## config.mk

```make
export PLATFORM = sky130hd
export DESIGN_NAME = rtk_core
export DESIGN_NICKNAME = d
export VERILOG_FILES = /design/src/hw/rtk_core.v /design/src/hw/rtk_cal_inc.v
export VERILOG_INCLUDE_DIRS = /design/src /design/src/hw
export SDC_FILE = /design/constraint.sdc
export NUM_CORES = 1
export LEC_CHECK = 0
export ABC_AREA = 0
export BUFFER_PORTS_ARGS = -buffer_cell sky130_fd_sc_hd__buf_2
export CAP_MARGIN = 40
export CORE_MARGIN = 4
export CORE_UTILIZATION = 55
export CTS_CLUSTER_SIZE = 40
export DETAILED_ROUTE_END_ITERATION = 10
export PLACE_DENSITY = 0.72
export SLEW_MARGIN = 5
export SYNTH_ARGS = -nofsm -noshare
export SYNTH_HDL_FRONTEND = slang
export SYNTH_SLANG_ARGS = --single-unit
```

## constraint.sdc

```tcl
create_clock -name clk -period 6.7 [get_ports clk]
set_clock_uncertainty 0.2 [all_clocks]
set_input_delay 0.335 -clock clk [delete_from_list [all_inputs] [get_ports clk]]
set_output_delay 0.335 -clock clk [all_outputs]
set_load 0.02 [all_outputs]
```

## src/hw/rtk_regs.vh

```
// Register map, field positions and timing constants of the timekeeping core
`ifndef RTK_REGS_VH
`define RTK_REGS_VH

// Clock register addresses
`define RTK_ADDR_FLAGS    4'h0
`define RTK_ADDR_CENTURY  4'h6
`define RTK_ADDR_CAL      4'h8
`define RTK_ADDR_SEC      4'h9
`define RTK_ADDR_MIN      4'hA
`define RTK_ADDR_HOUR     4'hB
`define RTK_ADDR_DAY      4'hC
`define RTK_ADDR_DATE     4'hD
`define RTK_ADDR_MONTH    4'hE
`define RTK_ADDR_YEAR     4'hF

// Flags register fields
`define RTK_FLAG_READ     0
`define RTK_FLAG_WRITE    1
`define RTK_FLAG_OSCILLATOR_FAIL_FLAG     7
// Calibration register: oscillator disable bit
`define RTK_CAL_OSC_DIS   7

// Implemented bits per register, reserved bits read zero
`define RTK_MASK_FLAGS    8'h83
`define RTK_MASK_CAL      8'hBF
`define RTK_MASK_SEC      8'h7F
`define RTK_MASK_MIN      8'h7F
`define RTK_MASK_HOUR     8'h3F
`define RTK_MASK_DAY      8'h07
`define RTK_MASK_DATE     8'h3F
`define RTK_MASK_MONTH    8'h1F
`define RTK_MASK_FULL     8'hFF

// Reset values
`define RTK_RST_BYTE      8'h00
`define RTK_RST_DAY       8'h01

// Timing
`define RTK_CLK_HZ        10000000
`define RTK_XTAL_HZ       32768
`define RTK_PWRUP_WIN_US  5000
`define RTK_OSC_START_MS  1000
`define RTK_XFER_CYC      16

`endif

```

## src/hw/rtk_core.v

```verilog
// Timekeeping core: double-buffered BCD clock registers and oscillator control
// Function
// - Clock registers live at their own addresses 0x00 to 0x0F only.
// - User registers are a buffered copy; counting runs on undisturbed.
// - Clock register contents are BCD.
// - Counts seconds up to year 9999 with weekday, months, leap years.
// - Eight clock registers set and read the time.
// - Reserved register bits read back as zero.
// - Read bit set freezes user registers; internal counting continues.
// - Freeze holds until read bit cleared; then registers refresh promptly.
// - Write bit set freezes updates and accepts new time from host.
// - Last written time is kept as nonvolatile base time.
// - Clearing write bit copies written values into counters, then resumes.
// - Invalid BCD nibbles count up to F, wrap to 0, then continue.
// - Below switchover threshold the clock keeps running on backup supply.
// - Oscillator disable bit is nonvolatile; zero runs, one stops.
// - Oscillator restarts about one second after being enabled.
// - Power-up with enabled oscillator silent for 5 ms sets fail flag.
// - On failure time reloads base time; control and calibration kept.
`timescale 1ns/1ps
`default_nettype none
`include "rtk_regs.vh"

module rtk_core #(
	parameter XTAL_PER_SEC  = `RTK_XTAL_HZ,
	parameter PWRUP_CYC     = `RTK_CLK_HZ / 1000000 * `RTK_PWRUP_WIN_US,
	parameter OSC_START_CYC = `RTK_CLK_HZ / 1000 * `RTK_OSC_START_MS,
	parameter XFER_CYC      = `RTK_XFER_CYC
) (
	input  wire       clk,
	input  wire       sys_rst,
	input  wire       xtal_clk,
	input  wire       vcc_ok,
	input  wire       reg_wr,
	input  wire       reg_rd,
	input  wire [3:0] reg_addr,
	input  wire [7:0] reg_wdata,
	output reg  [7:0] reg_rdata,
	output reg        reg_rvalid,
	output reg        osc_running,
	output reg        on_backup,
	output reg        xfer_busy,
	output wire       oscillator_fail_flag
);

	// Implemented bits of a register; everything else reads zero
	function [7:0] bit_mask;
		input [3:0] a;
		begin
			if (a == `RTK_ADDR_FLAGS)
				bit_mask = `RTK_MASK_FLAGS;
			else if (a == `RTK_ADDR_CAL)
				bit_mask = `RTK_MASK_CAL;
			else if (a == `RTK_ADDR_SEC || a == `RTK_ADDR_MIN)
				bit_mask = `RTK_MASK_SEC;
			else if (a == `RTK_ADDR_HOUR || a == `RTK_ADDR_DATE)
				bit_mask = `RTK_MASK_HOUR;
			else if (a == `RTK_ADDR_DAY)
				bit_mask = `RTK_MASK_DAY;
			else if (a == `RTK_ADDR_MONTH)
				bit_mask = `RTK_MASK_MONTH;
			else
				bit_mask = `RTK_MASK_FULL;
		end
	endfunction

	// Time-bearing registers: century plus seconds through years
	function is_time;
		input [3:0] a;
		begin
			is_time = (a == `RTK_ADDR_CENTURY) || (a >= `RTK_ADDR_SEC);
		end
	endfunction

	reg  [7:0]  usr_r  [0:15];  // Host-visible buffer
	reg  [7:0]  run_r  [0:15];  // Running counters and live settings
	reg  [7:0]  base_r [0:15];  // Base time, kept across power loss
	reg         rd_frz_r;
	reg         wr_en_r;
	reg         oscillator_fail_flag_r;
	reg         xs1_r;
	reg         xs2_r;
	reg         xs3_r;
	reg         vs1_r;
	reg         vs2_r;
	reg         vs3_r;
	reg  [31:0] presc_r;
	reg  [31:0] start_r;
	reg  [31:0] chk_r;
	reg         chk_act_r;
	reg         seen_r;
	reg  [31:0] xfer_r;
	wire        xtal_rise;
	wire        pwr_rise;
	wire        osc_dis;
	wire        tick;
	wire        host_ok;
	wire [7:0]  n_sec;
	wire [7:0]  n_min;
	wire [7:0]  n_hour;
	wire [7:0]  n_day;
	wire [7:0]  n_date;
	wire [7:0]  n_month;
	wire [7:0]  n_year;
	wire [7:0]  n_cent;
	integer     i;

	// The second and third stages of each synchroniser feed the edge detectors
	assign xtal_rise = xs2_r & ~xs3_r;
	assign pwr_rise  = vs2_r & ~vs3_r;
	assign osc_dis   = run_r[`RTK_ADDR_CAL][`RTK_CAL_OSC_DIS];
	assign tick      = osc_running & xtal_rise &
		(presc_r == XTAL_PER_SEC - 1);
	// On backup power the host side is cut off, counting is not
	assign host_ok   = vs2_r;
	assign oscillator_fail_flag = oscillator_fail_flag_r;

	rtk_cal_inc u_cal (
		.cur_sec   (run_r[`RTK_ADDR_SEC]),
		.cur_min   (run_r[`RTK_ADDR_MIN]),
		.cur_hour  (run_r[`RTK_ADDR_HOUR]),
		.cur_day   (run_r[`RTK_ADDR_DAY]),
		.cur_date  (run_r[`RTK_ADDR_DATE]),
		.cur_month (run_r[`RTK_ADDR_MONTH]),
		.cur_year  (run_r[`RTK_ADDR_YEAR]),
		.cur_cent  (run_r[`RTK_ADDR_CENTURY]),
		.nxt_sec   (n_sec),
		.nxt_min   (n_min),
		.nxt_hour  (n_hour),
		.nxt_day   (n_day),
		.nxt_date  (n_date),
		.nxt_month (n_month),
		.nxt_year  (n_year),
		.nxt_cent  (n_cent)
	);

	// Pin synchronisers for the crystal and the supply monitor
	always @(posedge clk) begin
		if (sys_rst) begin
			xs1_r <= 1'b0;
			xs2_r <= 1'b0;
			xs3_r <= 1'b0;
			vs1_r <= 1'b0;
			vs2_r <= 1'b0;
			vs3_r <= 1'b0;
		end else begin
			xs1_r <= xtal_clk;
			xs2_r <= xs1_r;
			xs3_r <= xs2_r;
			vs1_r <= vcc_ok;
			vs2_r <= vs1_r;
			vs3_r <= vs2_r;
		end
	end

	// Oscillator start-up and one-second prescaler
	always @(posedge clk) begin
		if (sys_rst) begin
			osc_running <= 1'b0;
			start_r     <= 32'h00000000;
			presc_r     <= 32'h00000000;
		end else if (osc_dis) begin
			osc_running <= 1'b0;
			start_r     <= 32'h00000000;
			presc_r     <= 32'h00000000;
		end else if (!osc_running) begin
			// Restart delay models the crystal settling after enable
			if (start_r == OSC_START_CYC - 1)
				osc_running <= 1'b1;
			start_r <= start_r + 32'h00000001;
		end else if (xtal_rise) begin
			if (tick)
				presc_r <= 32'h00000000;
			else
				presc_r <= presc_r + 32'h00000001;
		end
	end

	// Oscillator check window, once after each supply rise
	always @(posedge clk) begin
		if (sys_rst) begin
			chk_act_r <= 1'b0;
			chk_r     <= 32'h00000000;
			seen_r    <= 1'b0;
		end else if (pwr_rise) begin
			chk_act_r <= 1'b1;
			chk_r     <= 32'h00000000;
			seen_r    <= 1'b0;
		end else if (chk_act_r) begin
			if (xtal_rise)
				seen_r <= 1'b1;
			if (chk_r == PWRUP_CYC - 1)
				chk_act_r <= 1'b0;
			chk_r <= chk_r + 32'h00000001;
		end
	end

	// Host accesses, buffers, counters and flags
	always @(posedge clk) begin
		if (sys_rst) begin
			for (i = 0; i < 16; i = i + 1) begin
				usr_r[i]  <= `RTK_RST_BYTE;
				run_r[i]  <= `RTK_RST_BYTE;
				base_r[i] <= `RTK_RST_BYTE;
			end
			usr_r[`RTK_ADDR_DAY]   <= `RTK_RST_DAY;
			usr_r[`RTK_ADDR_DATE]  <= `RTK_RST_DAY;
			usr_r[`RTK_ADDR_MONTH] <= `RTK_RST_DAY;
			run_r[`RTK_ADDR_DAY]   <= `RTK_RST_DAY;
			run_r[`RTK_ADDR_DATE]  <= `RTK_RST_DAY;
			run_r[`RTK_ADDR_MONTH] <= `RTK_RST_DAY;
			rd_frz_r   <= 1'b0;
			wr_en_r    <= 1'b0;
			oscillator_fail_flag_r     <= 1'b0;
			xfer_busy  <= 1'b0;
			xfer_r     <= 32'h00000000;
			reg_rdata  <= 8'h00;
			reg_rvalid <= 1'b0;
			on_backup  <= 1'b0;
		end else begin
			on_backup  <= ~vs2_r;
			reg_rvalid <= 1'b0;

			// Counters advance each second whatever the host does
			if (tick) begin
				run_r[`RTK_ADDR_SEC]     <= n_sec;
				run_r[`RTK_ADDR_MIN]     <= n_min;
				run_r[`RTK_ADDR_HOUR]    <= n_hour;
				run_r[`RTK_ADDR_DAY]     <= n_day;
				run_r[`RTK_ADDR_DATE]    <= n_date;
				run_r[`RTK_ADDR_MONTH]   <= n_month;
				run_r[`RTK_ADDR_YEAR]    <= n_year;
				run_r[`RTK_ADDR_CENTURY] <= n_cent;
			end

			// Refresh the buffer unless frozen; all fields move together
			if (!rd_frz_r && !wr_en_r && !xfer_busy) begin
				for (i = 0; i < 16; i = i + 1)
					if (is_time(i[3:0]))
						usr_r[i] <= run_r[i];
			end

			// Host read: data registered, reserved bits zero
			if (reg_rd && host_ok) begin
				reg_rvalid <= 1'b1;
				rd_frz_r   <= 1'b1;
				if (reg_addr == `RTK_ADDR_FLAGS)
					reg_rdata <= {oscillator_fail_flag_r, 5'h00, wr_en_r, rd_frz_r};
				else
					reg_rdata <= usr_r[reg_addr] & bit_mask(reg_addr);
			end

			// Host write
			if (reg_wr && host_ok) begin
				if (reg_addr == `RTK_ADDR_FLAGS) begin
					rd_frz_r <= reg_wdata[`RTK_FLAG_READ];
					wr_en_r  <= reg_wdata[`RTK_FLAG_WRITE];
					if (wr_en_r && !reg_wdata[`RTK_FLAG_OSCILLATOR_FAIL_FLAG])
						oscillator_fail_flag_r <= 1'b0;
					// Falling write bit starts the transfer to counters
					if (wr_en_r && !reg_wdata[`RTK_FLAG_WRITE]) begin
						xfer_busy <= 1'b1;
						xfer_r    <= 32'h00000000;
					end
				end else if (wr_en_r) begin
					// Stored as written less reserved bits, so bad BCD counts on as is
					usr_r[reg_addr] <= reg_wdata & bit_mask(reg_addr);
				end
			end

			// Transfer after the fixed transfer time
			if (xfer_busy) begin
				xfer_r <= xfer_r + 32'h00000001;
				if (xfer_r == XFER_CYC - 1) begin
					xfer_busy <= 1'b0;
					for (i = 1; i < 16; i = i + 1) begin
						run_r[i] <= usr_r[i];
						if (is_time(i[3:0]))
							base_r[i] <= usr_r[i];
					end
				end
			end

			// Oscillator failure: reload base time, settings untouched
			if (chk_act_r && chk_r == PWRUP_CYC - 1 &&
				!osc_dis && !seen_r && !xtal_rise) begin
				oscillator_fail_flag_r <= 1'b1;
				for (i = 0; i < 16; i = i + 1)
					if (is_time(i[3:0])) begin
						run_r[i] <= base_r[i];
						usr_r[i] <= base_r[i];
					end
			end
		end
	end

endmodule

`default_nettype wire

```

## src/hw/rtk_cal_inc.v

```verilog
// One-second calendar step on BCD time, date and day fields
`timescale 1ns/1ps
`default_nettype none

module rtk_cal_inc (
	input  wire [7:0] cur_sec,
	input  wire [7:0] cur_min,
	input  wire [7:0] cur_hour,
	input  wire [7:0] cur_day,
	input  wire [7:0] cur_date,
	input  wire [7:0] cur_month,
	input  wire [7:0] cur_year,
	input  wire [7:0] cur_cent,
	output reg  [7:0] nxt_sec,
	output reg  [7:0] nxt_min,
	output reg  [7:0] nxt_hour,
	output reg  [7:0] nxt_day,
	output reg  [7:0] nxt_date,
	output reg  [7:0] nxt_month,
	output reg  [7:0] nxt_year,
	output reg  [7:0] nxt_cent
);

	// BCD step; a bad nibble runs on to F and wraps to 0
	function [8:0] bcd_inc;
		input [7:0] v;
		input [7:0] lo;
		input [7:0] hi;
		begin
			if (v == hi)
				bcd_inc = {1'b1, lo};
			else if (v[3:0] == 4'h9 || v[3:0] == 4'hF)
				bcd_inc = {1'b0, v[7:4] + 4'h1, 4'h0};
			else
				bcd_inc = {1'b0, v[7:4], v[3:0] + 4'h1};
		end
	endfunction

	// Two BCD digits divisible by four
	function div4;
		input [7:0] v;
		begin
			if (v[4] == 1'b0)
				div4 = (v[3:0] == 4'h0 || v[3:0] == 4'h4 || v[3:0] == 4'h8);
			else
				div4 = (v[3:0] == 4'h2 || v[3:0] == 4'h6);
		end
	endfunction

	reg       c_sec;
	reg       c_min;
	reg       c_hour;
	reg       c_date;
	reg       c_month;
	reg       c_year;
	reg       leap;
	reg [7:0] last_date;
	reg [8:0] day_step;
	reg [8:0] cent_step;

	// Ripple of carries from seconds up to century
	always @* begin
		nxt_min   = cur_min;
		nxt_hour  = cur_hour;
		nxt_day   = cur_day;
		nxt_date  = cur_date;
		nxt_month = cur_month;
		nxt_year  = cur_year;
		nxt_cent  = cur_cent;
		c_min     = 1'b0;
		c_hour    = 1'b0;
		c_date    = 1'b0;
		c_month   = 1'b0;
		c_year    = 1'b0;
		// Day and century wrap on their own; their carry goes nowhere
		day_step  = bcd_inc(cur_day, 8'h01, 8'h07);
		cent_step = bcd_inc(cur_cent, 8'h00, 8'h99);
		// Century years are leap only when the century divides by four
		leap = (cur_year == 8'h00) ? div4(cur_cent) : div4(cur_year);
		if (cur_month == 8'h02)
			last_date = leap ? 8'h29 : 8'h28;
		else if (cur_month == 8'h04 || cur_month == 8'h06 ||
			cur_month == 8'h09 || cur_month == 8'h11)
			last_date = 8'h30;
		else
			last_date = 8'h31;
		{c_sec, nxt_sec} = bcd_inc(cur_sec, 8'h00, 8'h59);
		if (c_sec)
			{c_min, nxt_min} = bcd_inc(cur_min, 8'h00, 8'h59);
		if (c_min)
			{c_hour, nxt_hour} = bcd_inc(cur_hour, 8'h00, 8'h23);
		if (c_hour) begin
			nxt_day = day_step[7:0];
			{c_date, nxt_date} = bcd_inc(cur_date, 8'h01, last_date);
		end
		if (c_date)
			{c_month, nxt_month} = bcd_inc(cur_month, 8'h01, 8'h12);
		if (c_month)
			{c_year, nxt_year} = bcd_inc(cur_year, 8'h00, 8'h99);
		if (c_year)
			nxt_cent = cent_step[7:0];
	end

endmodule

`default_nettype wire

```

==> flow_summary.toml, run 1 <==
[status]
outcome = "finished clean"

[pwr]
p_per_area_nw_per_um2 = 253.2
power.total_mw = 5.591
sequentialPowerShare = 0.504
leakage_nw = 7.895
power.switching_mw = 1.272
power.share.clock = 0.440
ir_worst_vdd_v = 0.0002029
internal_power_mw = 4.319
netSwitchingFraction = 0.2276
p_comb_frac = 0.056

[route]
routed.top_layer = "met4"
wl_mm = 51.81
met3_length_mm = 4.336
via_per_inst = 6.268
first_pass_iters = 5
drc = 0
via_count = 15350
drt_iter0_drc = 1445
wl_per_cell_um = 21.15
wl_met1_mm = 21.34
wl_met2_mm = 24.04
postRouteAntennaNets = 0

[place]
gp_congestion = 0.9063
port_buffers = 30
post-dp-hpwl_mm = 34.70

[worst_setup_path]
reg2regPathDepth = 8
critPathLaunchType = "input pin"
cp_cell_sequence = "dlygate4sd3_1 -> buf_2 -> inv_1 -> o21a_1 -> inv_2 -> buf_4 -> or2_1 -> a21oi_1 -> nor3_1"
criticalPathCategory = "input pin to flop"
reg2reg_to = "run_r[1][22]"
crit_path_end_kind = "flop"
critPathMaxStageDelay_ns = 0.71
cp_max_fo = 53
rr_startpoint = "xfer_busy"
r2r_slack_ns = 2.36
worstPathArrival_ns = 4.39
slowest_stage = "buf_4"
crit_required_ns = 6.69

[logic_synthesis]
synth_ff_type = "edfxtp_1"
synth.top_cell.area_share = 0.3812
yosysTopAreaCell = "edfxtp_1"
synth_cells = 1928
synthArstFlopShare = 0
yosysUniqueCellTypes = 73
synth_area_leaders = "edfxtp_1 38%, dfxtp_1 15%, nor2_1 4.5%, nand2_1 3.6%, mux4_2 3.2%"
synth_seq_area_share = 0.5329
synth-edff-count = 253
ys_warn_count = 0
synth_area_sq_um = 19930
syn_avg_cell_area_sq_um = 10.34
synth_seq_cells = 404

[die]
io_pins = 31
die_w_um = 198.4
start_util = 0.5589
die_y_um = 198.4
core.rowCount = 69
core_area_sq_um = 35660
die-area_sq_um = 39340

[clock_network]
htree_levels = 2
cts_buffers = 44
clockBufferDepth = 3
path_clk_slew_ns = 0.06
post-cts-setup-buffers = 0
clock_sinks = 404
ctsResizeCount = 0
cts_root_buf = "clkbuf_16"
cts_tree = "yes"
worstSkewPairLatency_ns = 0.55

[grt]
grt_first_pass_wirelength_mm = 81.95
antenna_found_initial = 0
overflow = 0
grt_usage = 0.2615
grt_pass1_vias = 14881
grt_max_degree = 78

[timing]
hold_violations = 0
period_share = 0.6566
worst_pin_slew_ns = 0.9486
rsz0062_at_grt = "false"
setup_tns_ns = 0
slew_viol_final = 0
max-slew-margin-rel = 0.3676
setup_viol = 0
min_period_ns = 4.399
max_freq_mhz = 227.3

[finish]
num_antenna_cells = 0
final_layout_size_suffix_gt1_frac = 0.09105
syn_to_final_growth_pct = 10.79
final_core_util = 0.6193
nFillCells = 2889
multi_input_area_sq_um = 8806
nets = 2015
seq_area_sq_um = 10620

[min_path]
hp-start = "reg_wdata[1]"
min_path_type = "input pin to flop"
holdPathEnd = "wr_en_r"
whs_path_depth = 3

[run]
maxCapViolCount = 0
-- critical path: cells and delay by family --
family                 cells  cell delay, ns
AO/OA/AOI/OAI              2            0.49
buffers and inverters      5            2.48
AND/OR/NAND/NOR            2            1.04
-- per-layer routing --
layer  vias up  GRT usage
li1       7076          -
met1      7490     0.3544
met2       652     0.4174
met3       132    0.05309
met4         0     0.1018
met5         -          0
-- cells in the final DEF, fill, tap and decap left out, types with 42 or more instances in the layout --
cell	Yosys	layout
edfxtp_1	253	253
nor2_1	241	240
nand2_1	191	191
dfxtp_1	151	151
nand3_1	96	96
o21ai_0	84	83
and2_1	73	73
a21oi_1	72	72
xor2_1	67	67
inv_1	54	53
clkbuf_16	0	45
xnor2_1	44	44
ha_1	43	43
nand4_1	42	42
a22oi_1	42	42
-- power groups by stage --
stage / clock network, mW / registers, mW / logic, mW
floorplan: 0 / 2.83 / 0.210
global placement: 0 / 2.86 / 0.294
detailed placement: 0 / 2.87 / 0.305
CTS: 2.48 / 2.81 / 0.310
global route: 2.59 / 2.83 / 0.341
finish: 2.46 / 2.82 / 0.314
-- synthesized netlist by cell type (4+ instances only) --
cell type,instances
nor2_1,241
a22o_1,11
o22ai_1,9
clkbuf_1,67
xor2_1,67
nand3_1,96
or4_1,4
mux2_2,14
or3_1,21
mux2i_1,36
nand2b_1,16
edfxtp_1,253
nor4_1,37
nand2_1,191
nand4_1,42
or2_2,6
o21ai_0,84
o211ai_1,27
a22oi_1,42
a31oi_1,5
nor4b_1,8
and4_1,7
buf_1,14
inv_1,54
nand4b_1,4
xnor2_1,44
nor2b_1,18
o21a_1,12
and3_1,28
and2_1,73
ha_1,43
nor3b_1,5
o21ai_1,4
o31ai_1,4
dfxtp_1,151
nor3_1,33
a21oi_1,72
nand3b_1,5
mux4_2,28
a32oi_1,4
-- through the flow --
stage / hold slack (ns) / area (sq um) / worst slack [ns] / std cells
floorplan: 0.2138 / 19940 / 2.494 / 1932
global placement: 0.2308 / 20480 / 2.344 / 2354
detailed placement: 0.2326 / 20550 / 2.325 / 2361
CTS: 0.03085 / 22080 / 2.362 / 2449
global route: 0.05121 / 22080 / 2.162 / 2449
finish: 0.03043 / 22080 / 2.301 / 2449
-- logic make-up after synthesis --
| family | after synthesis | share of synthesized area |
|---|---|---|
| flops | 404 | 0.5329 |
| xor+xnor | 111 | 0.04878 |
| mux | 78 | 0.05763 |
| simple gates | 848 | 0.2101 |
| compound gates | 303 | 0.09606 |
| other cells | 1 | 0.0001882 |
| fa+ha+maj | 43 | 0.02700 |
| buf+inv | 140 | 0.02731 |
-- registers in the layout, indices dropped and copies added (netlist names), 8 cells and up --
name / flops
presc_r: 32
start_r: 32
usr_r: 124
xfer_r: 32
reg_rdata: 8
base_r: 64
chk_r: 32
run_r: 65
-- timing repair --
item | in CTS | in global routing
hold buffers | 8 | 0
hold endpoints to repair | 11 | 0
setup endpoints to repair | 0 | 0
-- worst max-delay path by stage --
stage                     slack [ns]            to       from
after floorplan                 2.49  run_r[1][52]  xfer_r[0]
after global placement          2.34  run_r[1][32]    sys_rst
after detailed placement        2.33  run_r[1][22]    sys_rst
after CTS                       2.36  run_r[1][22]    sys_rst
after global routing            2.16  run_r[1][22]    sys_rst
final                           2.30  run_r[1][22]    sys_rst
-- cell type report --
cell class | instances | area share
inverters | 54 | 0.009180
repair buffers | 62 | 0.01921
clock inverters | 21 | 0.01048
multi-input cells | 1388 | 0.3988
well taps | 461 | 0.02612
clock buffers | 59 | 0.05519
flip-flops and latches | 404 | 0.4810
(Power assumes the default switching activity.)
==> inputs of run 2 (changes only) <==
--- a/config.mk
+++ b/config.mk
@@ -13,7 +13,7 @@
 export CORE_UTILIZATION = 55
 export CTS_CLUSTER_SIZE = 40
 export DETAILED_ROUTE_END_ITERATION = 10
-export PLACE_DENSITY = 0.72
+export PLACE_DENSITY = 0.75
 export SLEW_MARGIN = 5
 export SYNTH_ARGS = -nofsm -noshare
 export SYNTH_HDL_FRONTEND = slang
==> constraint.sdc (replaced) <==
create_clock -name clk -period 3.61 [get_ports clk]
set_clock_uncertainty 0.2 [all_clocks]
set_input_delay 0.1805 -clock clk [delete_from_list [all_inputs] [get_ports clk]]
set_output_delay 0.1805 -clock clk [all_outputs]
set_load 0.02 [all_outputs]
==> run 2 against run 1 <==
Compared with the run above:
- cell count is 1.4% higher
- cell area is 1.0% higher
- clock power is 77% higher
- wire length is 0.63% higher
- critical path type is now flop to flop
==> flow_summary.toml, run 2 (synthesized netlist as in run 1, its figures left out) <==
[status]
outcome = "finished clean"

[grt]
grt_pass1_vias = 15121
overflow = 0
grt_max_degree = 60
grt_usage = 0.2609
antenna_found_initial = 0
grt_first_pass_wirelength_mm = 82.16

[timing]
hold_violations = 0
worst_pin_slew_ns = 0.9080
max_freq_mhz = 294.7
setup_viol = 0
min_period_ns = 3.393
setup_slack_ns = 0.2169
setup_tns_ns = 0
slew_viol_final = 0
period_share = 0.9399
hold_slack_ns = 0.05671
rsz0062_at_grt = "false"
max-slew-margin-rel = 0.3932

[finish]
final_common_cell = "edfxtp_1"
nets = 2051
largest_register_ffs = 124
final_layout_size_suffix_gt1_frac = 0.1058
syn_to_final_growth_pct = 11.91
final_area_sq_um = 22300
nFillCells = 2827
layout_common_cells = "253 x edfxtp_1, 240 x nor2_1, 191 x nand2_1"
largest_register = "usr_r"
reg.largest.list = "usr_r: 124 flops, run_r: 65 flops, base_r: 64 flops"
num_antenna_cells = 0

[worst_setup_path]
critPathMaxStageDelay_ns = 0.65
critPathLaunchType = "flop"
slowest_stage = "or4b_2"
cp_max_fo = 4
crit_path_end_kind = "flop"
crit_required_ns = 3.68
worstPathArrival_ns = 3.46
r2r_slack_ns = 0.22
cp_cell_sequence = "inv_1 -> ha_1 -> or4b_2 -> nor3_1 -> a41oi_1 -> a32oi_1 -> xor2_1 -> a21oi_1 -> a211oi_1 -> buf_4"
criticalPathCategory = "flop to flop"

[clock_network]
htree_levels = 2
clockBufferDepth = 3
cts_root_buf = "clkbuf_16"
clock_sinks = 404
cts_buffers = 43
path_clk_slew_ns = 0.06
cts_tree = "yes"
worstSkewPairLatency_ns = 0.56

[route]
wl_mm = 52.13
via_per_inst = 6.283
drt_iter0_drc = 1552
postRouteAntennaNets = 0
drc = 0
wl_per_cell_um = 20.99
first_pass_iters = 5
via_count = 15600

[run]
maxCapViolCount = 0

[die]
die-area_sq_um = 39340
die_w_um = 198.4
io_pins = 31
die_y_um = 198.4
core_area_sq_um = 35660
start_util = 0.5589
core.rowCount = 69

[place]
port_buffers = 30
post-dp-hpwl_mm = 34.95
place_area_sq_um = 20810
gp_congestion = 0.9013
preCtsSetupSlack_ns = 0.09519

[pwr]
leakage_nw = 8.045
ir_worst_vdd_v = 0.0004359
p_per_area_nw_per_um2 = 456.2
power.total_mw = 10.17

[min_path]
min_path_type = "input pin to flop"
-- run 2: changes by cell type in the layout (fill, tap and decap cells not counted), sizes merged --
cell	delta
buf	+33
dlygate4sd3	+4
bufinv	-3
clkbuf	+2
inv	-2
clkinv	-1
clkinvlp	+1
-- run 2: area by class of cell --
| class | count | area, sq um | share of cell area |
|---|---|---|---|
| Clock buffer | 61 | 1232 | 0.05526 |
| Multi-Input combinational cell | 1388 | 8818 | 0.3954 |
| Sequential cell | 404 | 10620 | 0.4762 |
| Tap cell | 461 | 576.8 | 0.02586 |
| Clock inverter | 16 | 132.6 | 0.005947 |
| Inverter | 54 | 206.4 | 0.009257 |
| Timing Repair Buffer | 99 | 715.7 | 0.03209 |
-- run 2: worst paths after layout --
| path | depth (start not counted) | end | start |
|---|---|---|---|
| max | 10 | run_r[1][53] | run_r[1][48] |
| min | 5 | reg_rdata[6] | reg_addr[3] |
| max reg2reg | 10 | run_r[1][53] | run_r[1][48] |
| min reg2reg | 1 | host_ok | vs1_r |
-- run 2: timing repair --
item                                   4_1_cts  5_1_grt
setup buffers                                0        0
endpoints found under the hold margin       26        0
setup endpoints to repair                    0       24
gates resized for setup                      0        2
hold buffers                                12        0
-- run 2: routing by layer --
layer / GRT usage / vias up / share of wire
met5: 0 / - / 0
met4: 0.09258 / 0 / 0.033
met3: 0.04645 / 109 / 0.088
met2: 0.4317 / 730 / 0.48
met1: 0.3485 / 7614 / 0.39
li1: - / 7147 / -
-- run 2: stage by stage --
stage / utilization / instances
floorplan: - / 1932
global placement: 0.5827 / 2391
detailed placement: 0.5835 / 2394
CTS: 0.6252 / 2483
global route: 0.6255 / 2483
finish: 0.6255 / 2483
-- run 2: where the power goes --
part | internal (mW) | switching, mW
registers | 5.08 | 0.144
clock network | 2.52 | 1.83
logic | 0.227 | 0.376
-- run 2: critical path: cells and delay by family (launching register included) --
kind	cells	cell delay [ns]
AO/OA/AOI/OAI	4	0.86
XOR/XNOR	1	0.30
adder cells (fa/ha/maj)	1	0.17
buffers and inverters	2	0.30
flip-flops	1	0.39
AND/OR/NAND/NOR	2	0.90
